## src/design/sample_fifo_pkg.sv

```systemverilog
`default_nettype none
package sample_fifo_pkg;
  localparam logic [7:0] ADDR_STATUS    = 8'h00; // status / buffer status
  localparam logic [7:0] ADDR_DATA_HEAD = 8'h01; // buffer read port
  localparam logic [7:0] ADDR_ZERO_LO   = 8'h02;
  localparam logic [7:0] ADDR_ZERO_HI   = 8'h06;
  localparam logic [7:0] ADDR_SETUP     = 8'h09;
  localparam logic [7:0] ADDR_TRIG_CFG  = 8'h0A;
  localparam int         OVF_BIT        = 7;
  localparam int         LVL_BIT        = 6;
  localparam int         MODE_HI        = 7;
  localparam int         MODE_LO        = 6;
  localparam int         CNT_W          = 6;
  localparam int         DEPTH          = 32;
  localparam logic [5:0] CNT_FULL       = 6'h20;
  localparam logic [5:0] CNT_EMPTY      = 6'h00;
  localparam logic [7:0] SETUP_RESET    = 8'h00;
  localparam logic [7:0] TRIG_RESET     = 8'h00;
  localparam int         SAMPLE_W       = 8;
  typedef enum logic [1:0] {
    MODE_OFF,
    MODE_CIRC,
    MODE_FILL,
    MODE_TRIG
  } buf_mode_t;
  typedef enum logic [1:0] {
    ST_IDLE,
    ST_PRE,
    ST_POST,
    ST_STOP
  } trig_state_t;
endpackage
`default_nettype wire

```

## src/design/sample_mem.sv

```systemverilog
`default_nettype none
module sample_mem
  import sample_fifo_pkg::*;
#(
  parameter int W = SAMPLE_W,
  parameter int D = DEPTH,
  parameter int A = 5
)(
  input  wire logic         sys_clk,
  input  wire logic         wr_en,
  input  wire logic [A-1:0] wr_addr,
  input  wire logic [W-1:0] wr_data,
  input  wire logic [A-1:0] rd_addr,
  output logic      [W-1:0] rd_data
);
  logic [W-1:0] mem [D];
  // registered read; no reset, storage only
  always_ff @(posedge sys_clk)
  begin
    if (wr_en)
    begin
      mem[wr_addr] <= wr_data;
    end
    rd_data <= mem[rd_addr];
  end
endmodule // sample_mem
`default_nettype wire

```

## src/design/trig_tracker.sv

```systemverilog
`default_nettype none
module trig_tracker
  import sample_fifo_pkg::*;
(
  input  wire logic       sys_clk,
  input  wire logic       rstn,
  input  wire logic       arm,
  input  wire logic       trig_event,
  input  wire logic       sample_in,
  input  wire logic [5:0] threshold_value,
  output logic            triggered,
  output logic            stopped
);
  typedef struct packed {
    trig_state_t st;
    logic [5:0]  left;
  } trk_t;
  trk_t s_r;
  trk_t s_nxt;
  always_comb
  begin
    s_nxt = s_r;
    case (s_r.st)
      ST_IDLE:
      begin
        if (arm)
        begin
          s_nxt.st = ST_PRE;
        end
      end
      ST_PRE:
      begin
        if (trig_event)
        begin
          s_nxt.st   = ST_POST;
          s_nxt.left = 6'(CNT_FULL - threshold_value); // RULE10
        end
      end
      ST_POST:
      begin
        if (s_nxt.left == CNT_EMPTY)
        begin
          s_nxt.st = ST_STOP;
        end
        else if (sample_in)
        begin
          s_nxt.left = 6'(s_r.left - 6'h01);
          if (s_nxt.left == CNT_EMPTY)
          begin
            s_nxt.st = ST_STOP;
          end
        end
      end
      ST_STOP:
      begin
        s_nxt.st = ST_STOP;
      end
      default:
      begin
        s_nxt.st = ST_IDLE;
      end
    endcase
    if (!arm)
    begin
      s_nxt.st   = ST_IDLE;
      s_nxt.left = CNT_EMPTY;
    end
  end
  always_ff @(posedge sys_clk or negedge rstn)
  begin
    if (!rstn)
    begin
      s_r <= '{st: ST_IDLE, left: CNT_EMPTY};
    end
    else
    begin
      s_r <= s_nxt;
    end
  end
  assign triggered = (s_r.st == ST_POST) || (s_r.st == ST_STOP); // RULE11
  assign stopped   = (s_r.st == ST_STOP); // RULE8
endmodule // trig_tracker
`default_nettype wire

```

## src/design/sample_fifo_control.sv

```systemverilog
// Operation
// (RULE1) nonzero mode puts the buffer status at address 0x00
// (RULE2) status: overflow bit 7, level flag bit 6, count bits 5..0
// (RULE3) count reads zero when empty, 1..32 for stored samples
// (RULE4) level flag set while count is at or above the threshold
// (RULE5) flags follow their cause; status reads do not clear them
// (RULE6) status read clears buffer irq bit; next sample sets it again
// (RULE7) trigger mode: overflow stays low until the trigger event
// (RULE8) trigger mode: overflow high means the buffer stopped accepting
// (RULE9) mode 00 off, 01 circular, 10 fill stops when full
// (RULE10) trigger mode: circular pre-trigger, then 32 minus threshold more
// (RULE11) trigger mode: level flag reports trigger detected
// (RULE12) flush on disable, rate change, standby-to-active; disable zeroes
// (RULE13) overflow flag asserts when count reaches 32
// (RULE14) threshold zero never raises the level flag
// (RULE15) mode writable any time; threshold writable only in standby
// (RULE16) host disables before switching between buffer modes
// (RULE17) count above threshold never stops sample intake
// (RULE18) samples arrive at the system output rate
// (RULE19) each byte read pops the oldest byte and counts down; a read in a cycle that drops the oldest returns 0x00 and pops nothing
// (RULE20) host drains the buffer with multibyte reads
// (RULE21) enabled: 0x01 serves buffer, 0x02..0x06 read as zero
// (RULE22) trigger event from embedded interrupts enabled at 0x0A
// (RULE23) count and flags update on the push or pop cycle
`default_nettype none
module sample_fifo_control
  import sample_fifo_pkg::*;
#(
  parameter int W = SAMPLE_W,
  parameter int A = 5
)(
  input  wire logic         sys_clk,
  input  wire logic         rstn,
  input  wire logic         active_mode,
  input  wire logic         rate_change,
  input  wire logic         sample_strobe,
  input  wire logic [W-1:0] sample_data,
  input  wire logic [7:0]   plain_status,
  input  wire logic [7:0]   plain_data,
  input  wire logic [3:0]   embedded_irqs,
  input  wire logic         reg_rd,
  input  wire logic         reg_wr,
  input  wire logic [7:0]   reg_addr,
  input  wire logic [7:0]   reg_wdata,
  output logic      [7:0]   reg_rdata,
  output logic              reg_rvalid,
  output logic              buffer_irq_bit,
  output logic              buffer_enabled
);
  typedef struct packed {
    logic [7:0]   setup;
    logic [7:0]   trig_cfg;
    logic [A-1:0] head;
    logic [A-1:0] tail;
    logic [5:0]   sample_count;
    logic         irq;
    logic         act_d;
    logic [3:0]   irq_d;
    logic         rd_pend;
    logic         rd_mem;
    logic [7:0]   rd_hold;
  } ctl_t;
  ctl_t s_r;
  ctl_t s_nxt;

  // reset image; setup and trigger cfg come up disabled
  localparam ctl_t CTL_RESET = '{
    setup:        SETUP_RESET,
    trig_cfg:     TRIG_RESET,
    head:         '0,
    tail:         '0,
    sample_count: CNT_EMPTY,
    irq:          1'b0,
    act_d:        1'b0,
    irq_d:        4'h0,
    rd_pend:      1'b0,
    rd_mem:       1'b0,
    rd_hold:      8'h00
  };

  logic         push;
  logic         pop;
  logic         drop_old;
  logic         flush;
  logic         trig_event;
  logic         triggered;
  logic         stopped;
  logic         overflow_flag;
  logic         level_flag;
  logic [W-1:0] mem_q;
  buf_mode_t    mode;
  logic [5:0]   level_threshold;
  logic [7:0]   status_byte;
  logic         setup_wr;
  logic         trig_wr;
  logic         status_rd;
  logic         head_rd;
  logic         grow;
  logic         flush_off;
  logic         flush_rate;
  logic         flush_wake;

  function automatic logic [A-1:0] ptr_inc(input logic [A-1:0] p);
    ptr_inc = A'(p + 1'b1);
  endfunction

  assign mode            = buf_mode_t'(s_r.setup[MODE_HI:MODE_LO]);
  assign level_threshold = s_r.setup[CNT_W-1:0];
  assign buffer_enabled  = (mode != MODE_OFF);

  // register strobes; 0x0A writes refused while active, like the threshold
  assign setup_wr  = reg_wr && (reg_addr == ADDR_SETUP);
  assign trig_wr   = reg_wr && (reg_addr == ADDR_TRIG_CFG) && !active_mode;
  assign status_rd = reg_rd && (reg_addr == ADDR_STATUS);
  assign head_rd   = reg_rd && (reg_addr == ADDR_DATA_HEAD);

  // rising edge of an enabled embedded interrupt fires the trigger
  assign trig_event = |(embedded_irqs & ~s_r.irq_d
                        & s_r.trig_cfg[5:2]); // RULE22

  trig_tracker u_trig (
    .sys_clk        (sys_clk),
    .rstn           (rstn),
    .arm            (mode == MODE_TRIG),
    .trig_event     (trig_event),
    .sample_in      (push),
    .threshold_value(level_threshold),
    .triggered      (triggered),
    .stopped        (stopped)
  );

  // flush on disable, rate switch or standby-to-active entry
  assign flush_off  = !buffer_enabled; // RULE12
  assign flush_rate = rate_change; // RULE12
  assign flush_wake = active_mode && !s_r.act_d; // RULE12
  assign flush      = flush_off || flush_rate || flush_wake;

  // intake policy per mode; the level threshold only limits intake in trigger mode
  always_comb
  begin
    push     = 1'b0;
    drop_old = 1'b0;
    if (sample_strobe && !flush) // RULE18
    begin
      case (mode)
        MODE_OFF:
        begin
          push     = 1'b0; // RULE9
          drop_old = 1'b0;
        end
        MODE_CIRC:
        begin
          push     = 1'b1; // RULE9 RULE17
          drop_old = (s_r.sample_count == CNT_FULL);
        end
        MODE_FILL:
        begin
          push = (s_r.sample_count != CNT_FULL); // RULE9
        end
        MODE_TRIG:
        begin
          if (!triggered)
          begin
            // pre-trigger window holds threshold samples; zero keeps none
            push     = (level_threshold != CNT_EMPTY); // RULE10
            drop_old = push && (s_r.sample_count >= level_threshold);
          end
          else
          begin
            push     = !stopped && (s_r.sample_count != CNT_FULL); // RULE10
            drop_old = 1'b0;
          end
        end
        default:
        begin
          push = 1'b0;
        end
      endcase
    end
  end

  assign pop = head_rd && buffer_enabled
               && (s_r.sample_count != CNT_EMPTY) && !drop_old; // RULE19
  assign grow = push && !drop_old;

  // overflow hidden in trigger mode until trigger completes
  always_comb
  begin
    case (mode)
      MODE_TRIG:
      begin
        overflow_flag = stopped; // RULE7 RULE8
        level_flag    = triggered; // RULE11
      end
      MODE_CIRC, MODE_FILL:
      begin
        overflow_flag = (s_r.sample_count == CNT_FULL); // RULE13
        level_flag    = (level_threshold != CNT_EMPTY) // RULE14
          && (s_r.sample_count >= level_threshold); // RULE4 RULE5
      end
      default:
      begin
        overflow_flag = 1'b0; // RULE12
        level_flag    = 1'b0; // RULE12
      end
    endcase
  end

  assign status_byte = {overflow_flag, level_flag, s_r.sample_count}; // RULE2

  always_comb
  begin
    s_nxt         = s_r;
    s_nxt.act_d   = active_mode;
    s_nxt.irq_d   = embedded_irqs;
    s_nxt.rd_pend = reg_rd;
    s_nxt.rd_mem  = 1'b0;
    if (setup_wr)
    begin
      s_nxt.setup[MODE_HI:MODE_LO] = reg_wdata[MODE_HI:MODE_LO]; // RULE15
      if (!active_mode)
      begin
        s_nxt.setup[CNT_W-1:0] = reg_wdata[CNT_W-1:0]; // RULE15
      end
    end
    if (trig_wr)
    begin
      s_nxt.trig_cfg = reg_wdata & 8'h3C;
    end
    if (reg_rd)
    begin
      if (reg_addr == ADDR_STATUS)
      begin
        s_nxt.rd_hold = buffer_enabled ? status_byte : plain_status; // RULE1
      end
      else if (reg_addr == ADDR_DATA_HEAD)
      begin
        s_nxt.rd_hold = buffer_enabled ? 8'h00 : plain_data;
        s_nxt.rd_mem  = pop; // RULE21
      end
      else if (reg_addr >= ADDR_ZERO_LO && reg_addr <= ADDR_ZERO_HI)
      begin
        s_nxt.rd_hold = 8'h00; // RULE21
      end
      else if (reg_addr == ADDR_SETUP)
      begin
        s_nxt.rd_hold = s_r.setup;
      end
      else if (reg_addr == ADDR_TRIG_CFG)
      begin
        s_nxt.rd_hold = s_r.trig_cfg;
      end
      else
      begin
        s_nxt.rd_hold = 8'h00;
      end
    end
    // status read clears irq bit; a push in the same cycle wins
    if (status_rd && buffer_enabled)
    begin
      s_nxt.irq = 1'b0; // RULE6
    end
    if (push)
    begin
      s_nxt.irq = 1'b1; // RULE6
    end
    // pointers and count move together in the same cycle
    if (push)
    begin
      s_nxt.tail = ptr_inc(s_r.tail);
    end
    if (pop || drop_old)
    begin
      s_nxt.head = ptr_inc(s_r.head);
    end
    // push and pop in one cycle leave the count alone
    case ({grow, pop})
      2'b10:
      begin
        s_nxt.sample_count = 6'(s_r.sample_count + 6'h01); // RULE23
      end
      2'b01:
      begin
        s_nxt.sample_count = 6'(s_r.sample_count - 6'h01); // RULE23
      end
      default:
      begin
        s_nxt.sample_count = s_r.sample_count;
      end
    endcase
    if (flush)
    begin
      s_nxt.head         = '0;
      s_nxt.tail         = '0;
      s_nxt.sample_count = CNT_EMPTY; // RULE3 RULE12
    end
    if (!buffer_enabled)
    begin
      s_nxt.irq = 1'b0; // RULE12
    end
  end

  always_ff @(posedge sys_clk or negedge rstn)
  begin
    if (!rstn)
    begin
      s_r <= CTL_RESET;
    end
    else
    begin
      s_r <= s_nxt;
    end
  end

  // memory read address is the head; data is ready one cycle later
  sample_mem #(.W(W), .D(DEPTH), .A(A)) u_mem (
    .sys_clk(sys_clk),
    .wr_en  (push),
    .wr_addr(s_r.tail),
    .wr_data(sample_data),
    .rd_addr(s_r.head),
    .rd_data(mem_q)
  );

  // mem_q holds head as of the read cycle, so popped byte is oldest
  assign reg_rdata      = s_r.rd_mem ? mem_q : s_r.rd_hold; // RULE19
  assign reg_rvalid     = s_r.rd_pend;
  assign buffer_irq_bit = s_r.irq;
endmodule // sample_fifo_control
`default_nettype wire

```

## config.mk

```make
export PLATFORM = sky130hd
export DESIGN_NAME = sample_fifo_control
export DESIGN_NICKNAME = d
export VERILOG_FILES = /design/src/design/sample_fifo_pkg.sv /design/src/design/sample_mem.sv /design/src/design/trig_tracker.sv /design/src/design/sample_fifo_control.sv
export SDC_FILE = /design/constraint.sdc
export NUM_CORES = 1
export LEC_CHECK = 0
export BUFFER_PORTS_ARGS = -buffer_cell sky130_fd_sc_hd__clkbuf_2
export CAP_MARGIN = 25
export CORE_MARGIN = 3
export CORE_UTILIZATION = 40
export DETAILED_ROUTE_END_ITERATION = 6
export PLACE_DENSITY = 0.66
export SKIP_LAST_GASP = 1
export SYNTH_ARGS = -nofsm -noshare
export SYNTH_HDL_FRONTEND = slang
export SYNTH_SLANG_ARGS = --single-unit
```

## constraint.sdc

```tcl
create_clock -name sys_clk -period 4.55 [get_ports sys_clk]
set_input_delay 0.91 -clock sys_clk [delete_from_list [all_inputs] [get_ports sys_clk]]
set_output_delay 0.91 -clock sys_clk [all_outputs]
set_load 0.02 [all_outputs]
```

Yosys cells after proc, flatten, opt, wreduce, memory -nomap -nowiden
Memories as Yosys holds them, arrays and structs flattened. A register that Yosys moved wholly into a read port is not among the register bits.
Cells that the tools add are included.
W data, S select, Z words.
{"block": "word_totals", "mem_count": 1, "mem_bits_rw": 256, "output_inout_bits": 11, "ff_bits": 52, "in_bits": 51, "wordCells": 125}
{"block": "op_classes", "eq_ne": 20, "bitwise_logic": 4, "n_reduce_logical": 41, "muxes": 36, "n_lt_le_gt_ge": 3, "addsub": 6}
{"name": "u_mem.mem", "words": 32, "width": 8, "read_ports": 1, "rd_clocked_by_memory_dff": 1, "write_ports": 1, "line_no": "sample_mem.sv:16", "source": "logic [W-1:0] mem [D];"}
{"op": "$mux W8", "count": 10}
{"op": "$pmux W6 S2", "count": 2}
{"op": "$eq A8 B4 Y1 const B", "count": 2}
{"op": "$mux W16", "count": 1}
{"op": "$logic_and A1 B1 Y1", "count": 15}
{"op": "$logic_not A6 Y1", "count": 2}
{"op": "$mux W6", "count": 2}
{"op": "$ne A3 B3 Y1 const B", "count": 4}
{"op": "$reduce_bool A6 Y1", "count": 2}
{"op": "$sub A6 B1 Y6 const B", "count": 2}
{"op": "$mux W1", "count": 11}
{"op": "$add A5 B1 Y5 const B", "count": 2}
{"op": "$eq A2 B2 Y1 const B", "count": 5}
{"op": "$mux W5", "count": 2}
{"op": "$mux W9", "count": 1}
{"op": "$and A4 B4 Y4", "count": 2}
{"op": "$eq A8 B1 Y1 const B", "count": 1}
{"op": "$ge A8 B2 Y1 const B", "count": 1}
{"op": "$le A8 B3 Y1 const B", "count": 1}
{"op": "$logic_not A8 Y1", "count": 1}
{"op": "$ne A4 B4 Y1 const B", "count": 2}
{"op": "$pmux W2 S4", "count": 1}
{"op": "$add A6 B1 Y6 const B", "count": 1}
{"op": "$eq A2 B1 Y1 const B", "count": 3}
{"op": "20 further kinds", "count": 34}

Longest topological paths before layout
{"block": "depth", "ltp_word": 12, "ltp_mapped": 16}

Hierarchy
A second synthesis with hierarchy kept.
{"block": "hier_totals", "hier_cells": 780, "area_unflattened_um2": 13516.7}
{"module": "sample_mem", "n_inst": 1, "cells_per_inst": 417, "area_each_um2": 10053.4}
{"module": "sample_fifo_control", "n_inst": 1, "cells_per_inst": 283, "area_each_um2": 2763.9}
{"module": "trig_tracker", "n_inst": 1, "cells_per_inst": 80, "area_each_um2": 699.4}

Worst setup path after synthesis
No wires, ideal clock.
{"block": "synth_timing", "kind": "input -> register", "from": "in reg_addr[4]", "to": "reg s_r[21] in the netlist's numbering", "path_stages": 13, "path_slack_ps": 236, "n_path_buf": 0, "arrival_time_ps": 4234, "cell_sequence": "or4_1 -> nor4b_1 -> nand4_1 -> a31oi_1 -> a21boi_0 -> ha_1 -> a211oi_1 -> nor2_1 -> a211oi_1 -> nor2_1 -> or4_1 -> a31o_2 -> a21oi_1"}
{"block": "synth_between", "elab_chain_cells": 8}
{"item": "from (decl)", "line_no": "sample_fifo_control.sv:43", "source": "input wire logic [7:0] reg_addr,"}
{"item": "$eq A8 B1 Y1 (*)", "line_no": "sample_fifo_control.sv:115", "source": "assign head_rd = reg_rd && (reg_addr == ADDR_DATA_HEAD);"}
{"item": "$logic_and A1 B1 Y1 (*)", "line_no": "sample_fifo_control.sv:115"}
{"item": "$logic_and A1 B1 Y1 (*)", "line_no": "sample_fifo_control.sv:182", "source": "assign pop = head_rd && buffer_enabled"}
{"item": "$logic_and A1 B1 Y1 (*) (2 in a row)", "line_no": "sample_fifo_control.sv:183", "source": "&& (s_r.sample_count != CNT_EMPTY) && !drop_old;"}
{"item": "$eq A2 B1 Y1 or $eq A2 B2 Y1 (tied branches)", "line_no": "sample_fifo_control.sv:277", "source": "case ({grow, pop})"}
{"item": "$pmux W6 S2", "line_no": "sample_fifo_control.sv:277"}
{"item": "$mux W16", "line_no": "sample_fifo_control.sv:291", "source": "if (flush)"}
{"item": "to (signal assigned)", "line_no": "sample_fifo_control.sv:311", "source": "s_r <= s_nxt;"}
{"item": "to (decl)", "line_no": "sample_fifo_control.sv:63", "source": "ctl_t s_r;"}
Mark *: on every way between the ends. The rest lies on a longest branch, timed or not.
A chain may end at the register's enable or synchronous reset.

Final worst setup path
Ends and elaborated chain as after synthesis.

==> metrics.csv <==
stage,metric,value,unit
global_routing,overflow,0,
route,wire_per_inst,21.7,um
global_routing,grt_antenna_before_repair,0,
run_status,status,completed,
run,cap_violations,0,
synth,async_flop_share,0.165,
sta,hold_viol,0,
route,vias,7230,
route,dr.pass1.iters,5,
setup_path,cpPeakStageDelay,0.55,ns
power,ir_drop,0.211,mV
synth,synth-edff-count,256,
synth,syn_nets,861,
sta,slew_headroom,0.404,
synth,synth_largest_area_cell,edfxtp_1,
setup_path,worstPathRequired,5.00,ns
setup_path,cp_max_fo,3,
clocking,cts_setup_buffers,0,
global_routing,grt_pass1_vias,7339,
global_routing,grt_pass1_wl,44.4,mm
setup_path,cp.arrival,4.54,ns
global_routing,grt_max_degree,33,
clocking,cts_buffer_depth,3,
global_routing,grt_usage,0.161,
cells_and_area,antenna_cells,0,
synth,syn_area,0.0135,sq mm
clocking,insertion_delay,0.52,ns
synth,ys.flop_type,edfxtp_1,
synth,ys_warn_count,0,
placed_design,gp_congestion,0.876,
cells_and_area,drive_above_1_share,0.283,
placed_design,pre_cts_ws,-0.0469,ns
synth,synth_top_cell_area_share,0.570,
setup_path,path_class,input port to register,
sta,final-max-slew-violation-count,0,
floorplanning,rows,66,
clocking,cts_hold_buf,0,
sta,setup_slack,0.457,ns
synth,syn_inst,781,
route,routed_via_density,5.45,
floorplanning,core_region_area,0.0329,sq mm
synth,ys_seq_elements,316,
cells_and_area,finish.utilization,0.468,
sta,period_minus_slack,4.09,ns
cells_and_area,regArea,0.00915,sq mm
sta,finalSetupViolations,0,
setup_path,cp_num_buf_inv,1,
route,drt-total-wl,28.7,mm
clocking,cts_tree,done,
setup_path,end_kind,register,
synth,ys_types,59,
clocking,root_buffer,clkbuf_16,
clocking,h-tree-depth,2,
clocking,ctsResizeCount,0,
floorplanning,die-area,0.0359,sq mm
power,power.density,380,mW/mm^2
synth,synth.most_common_cell,edfxtp_1,
sta,fin_skew,0.0206,ns
min_path,min_path_type,input port to asynchronous set/reset pin,
global_routing,met1_usage,0.231,
placed_design,hpwlAfterDp,19.3,mm
clocking,cts_sinks,316,
route,antenna_left,0,
power,p_leak,5.21,nW
cells_and_area,syn2layout_area_growth,14.1,%
route,drtIter0Drc,550,
cells_and_area,stdcell_count,1326,
cells_and_area,nNetsFinal,940,
setup_path,cp_cell_sequence,"clkbuf_2, or4_1, nor4b_1, nand4_1, a31oi_1, a21boi_0, ha_1, a211oi_1, nor2_1, a211oi_1, nor2_1, or4_1, a31o_2, a21oi_1",
setup_path,start_kind,input port,
setup_path,crit_family,simple AND/OR/NAND/NOR gates,
clocking,numCtsBuffers,34,
global_routing,grtUsageMet2,0.260,
floorplanning,die_h,190,um
placed_design,placed_cells,1266,
floorplanning,die_w,190,um
synth,avgSynthCellArea,17.3,sq um
placed_design,numPortBuffers,61,
clocking,clkTransAtPathRegs,0.06,ns
floorplanning,io_pins,62,
route,drc,0,
sta,period_share,0.900,
global_routing,grt_busiest_layer,met2,
cells_and_area,multi_input_comb_area,0.00412,sq mm
sta,tightest_slew,0.887,ns
setup_path,crit_slowest_cell,or4_1,
cells_and_area,nFillCells,2822,
synth,yosysSeqAreaShare,0.679,
sta,clock.fmax,0.244,GHz
synth,yosys-top-cells-area,"edfxtp_1, mux4_2, dfrtp_1",
sta,rsz0062_at_grt,false,
synth,synth_common_cells,"edfxtp_1, mux4_2, nor2_1, dfrtp_1, mux2_2",
floorplanning,start_util,0.410,
global_routing,gr-usage-met3,0.0245,
==> power by group <==
group	switching [W]	internal [W]	total [W]
clock network	0.00109	0.00147	0.00256
logic	0.0000983	0.0000470	0.000145
registers	0.00000908	0.00314	0.00315
==> metrics by stage <==
stage	setup TNS (ns)	hold slack (ns)	cell area, sq um	total power [W]
final	0	0.479	15400	0.00585
after floorplan	0	0.477	13500	0.00326
after global routing	0	0.492	15400	0.00607
after global placement	0	0.489	14300	0.00335
after detailed placement	-0.0469	0.498	14300	0.00335
after CTS	0	0.489	15400	0.00592
==> routing by layer <==
metal	up-vias	wire length, um
met1	3727	12900
met3	46	1430
met4	0	612
met5	-	0
met2	208	13800
li1	3249	-
==> final timing paths <==
kind | startpoint | end | slack (ns) | cells past startpoint
worst min-delay path | rstn | s_r[1] | 0.48 | 1
min in group sys_clk | embedded_irqs[2] | s_r[12] | 0.51 | 1
worst max register to register | level_threshold[1] | s_r[21] | 0.48 | 15
worst min register to register | s_r[5] | s_r[5] | 0.51 | 1
max in group asynchronous | rstn | u_trig.s_r[1] | 3.26 | 2
worst max-delay path | reg_addr[4] | s_r[21] | 0.46 | 14
==> cell usage in the layout, fill, tap and decap left out, types with 5 or more instances in the layout <==
master,instances
a21oi_1,25
a22o_1,5
a31oi_1,6
buf_4,19
clkbuf_1,7
clkbuf_16,34
clkbuf_2,61
clkinv_1,8
clkinv_2,5
dfrtp_1,50
dfxtp_1,8
edfxtp_1,256
ha_1,28
inv_1,20
mux2_2,34
mux2i_1,9
mux4_2,80
nand2_1,31
nand3_1,5
nand3b_1,6
nand4_1,10
nor2_1,68
nor2b_1,5
nor3_1,8
o21ai_0,13
xnor2_1,7
xor2_1,11
==> sequential cells by signal (all words and copies together), names as in the netlist <==
signal,cells
buffer_irq_bit,1
level_threshold,6
mode,2
reg_rvalid,1
s_r,34
u_mem.mem,256
u_mem.rd_data,8
u_trig.s_r,8
==> cells by family after synthesis <==
group | share of synthesized area
DFF | 0.679
and+or+nand+nor | 0.0564
buffers and inverters | 0.0161
adders and majority gates | 0.0275
xor gates and xnor gates | 0.0117
AOI/OAI and AO/OA | 0.0400
muxes | 0.170
==> cell type report <==
cell class	count	area share
Sequential cell	316	0.595
Multi-Input combinational cell	408	0.268
Tap cell	442	0.0359
Timing Repair Buffer	80	0.0291
Clock inverter	18	0.00984
Clock buffer	42	0.0579
Inverter	20	0.00488
No activity file was read; power rests on OpenSTA's default activity.
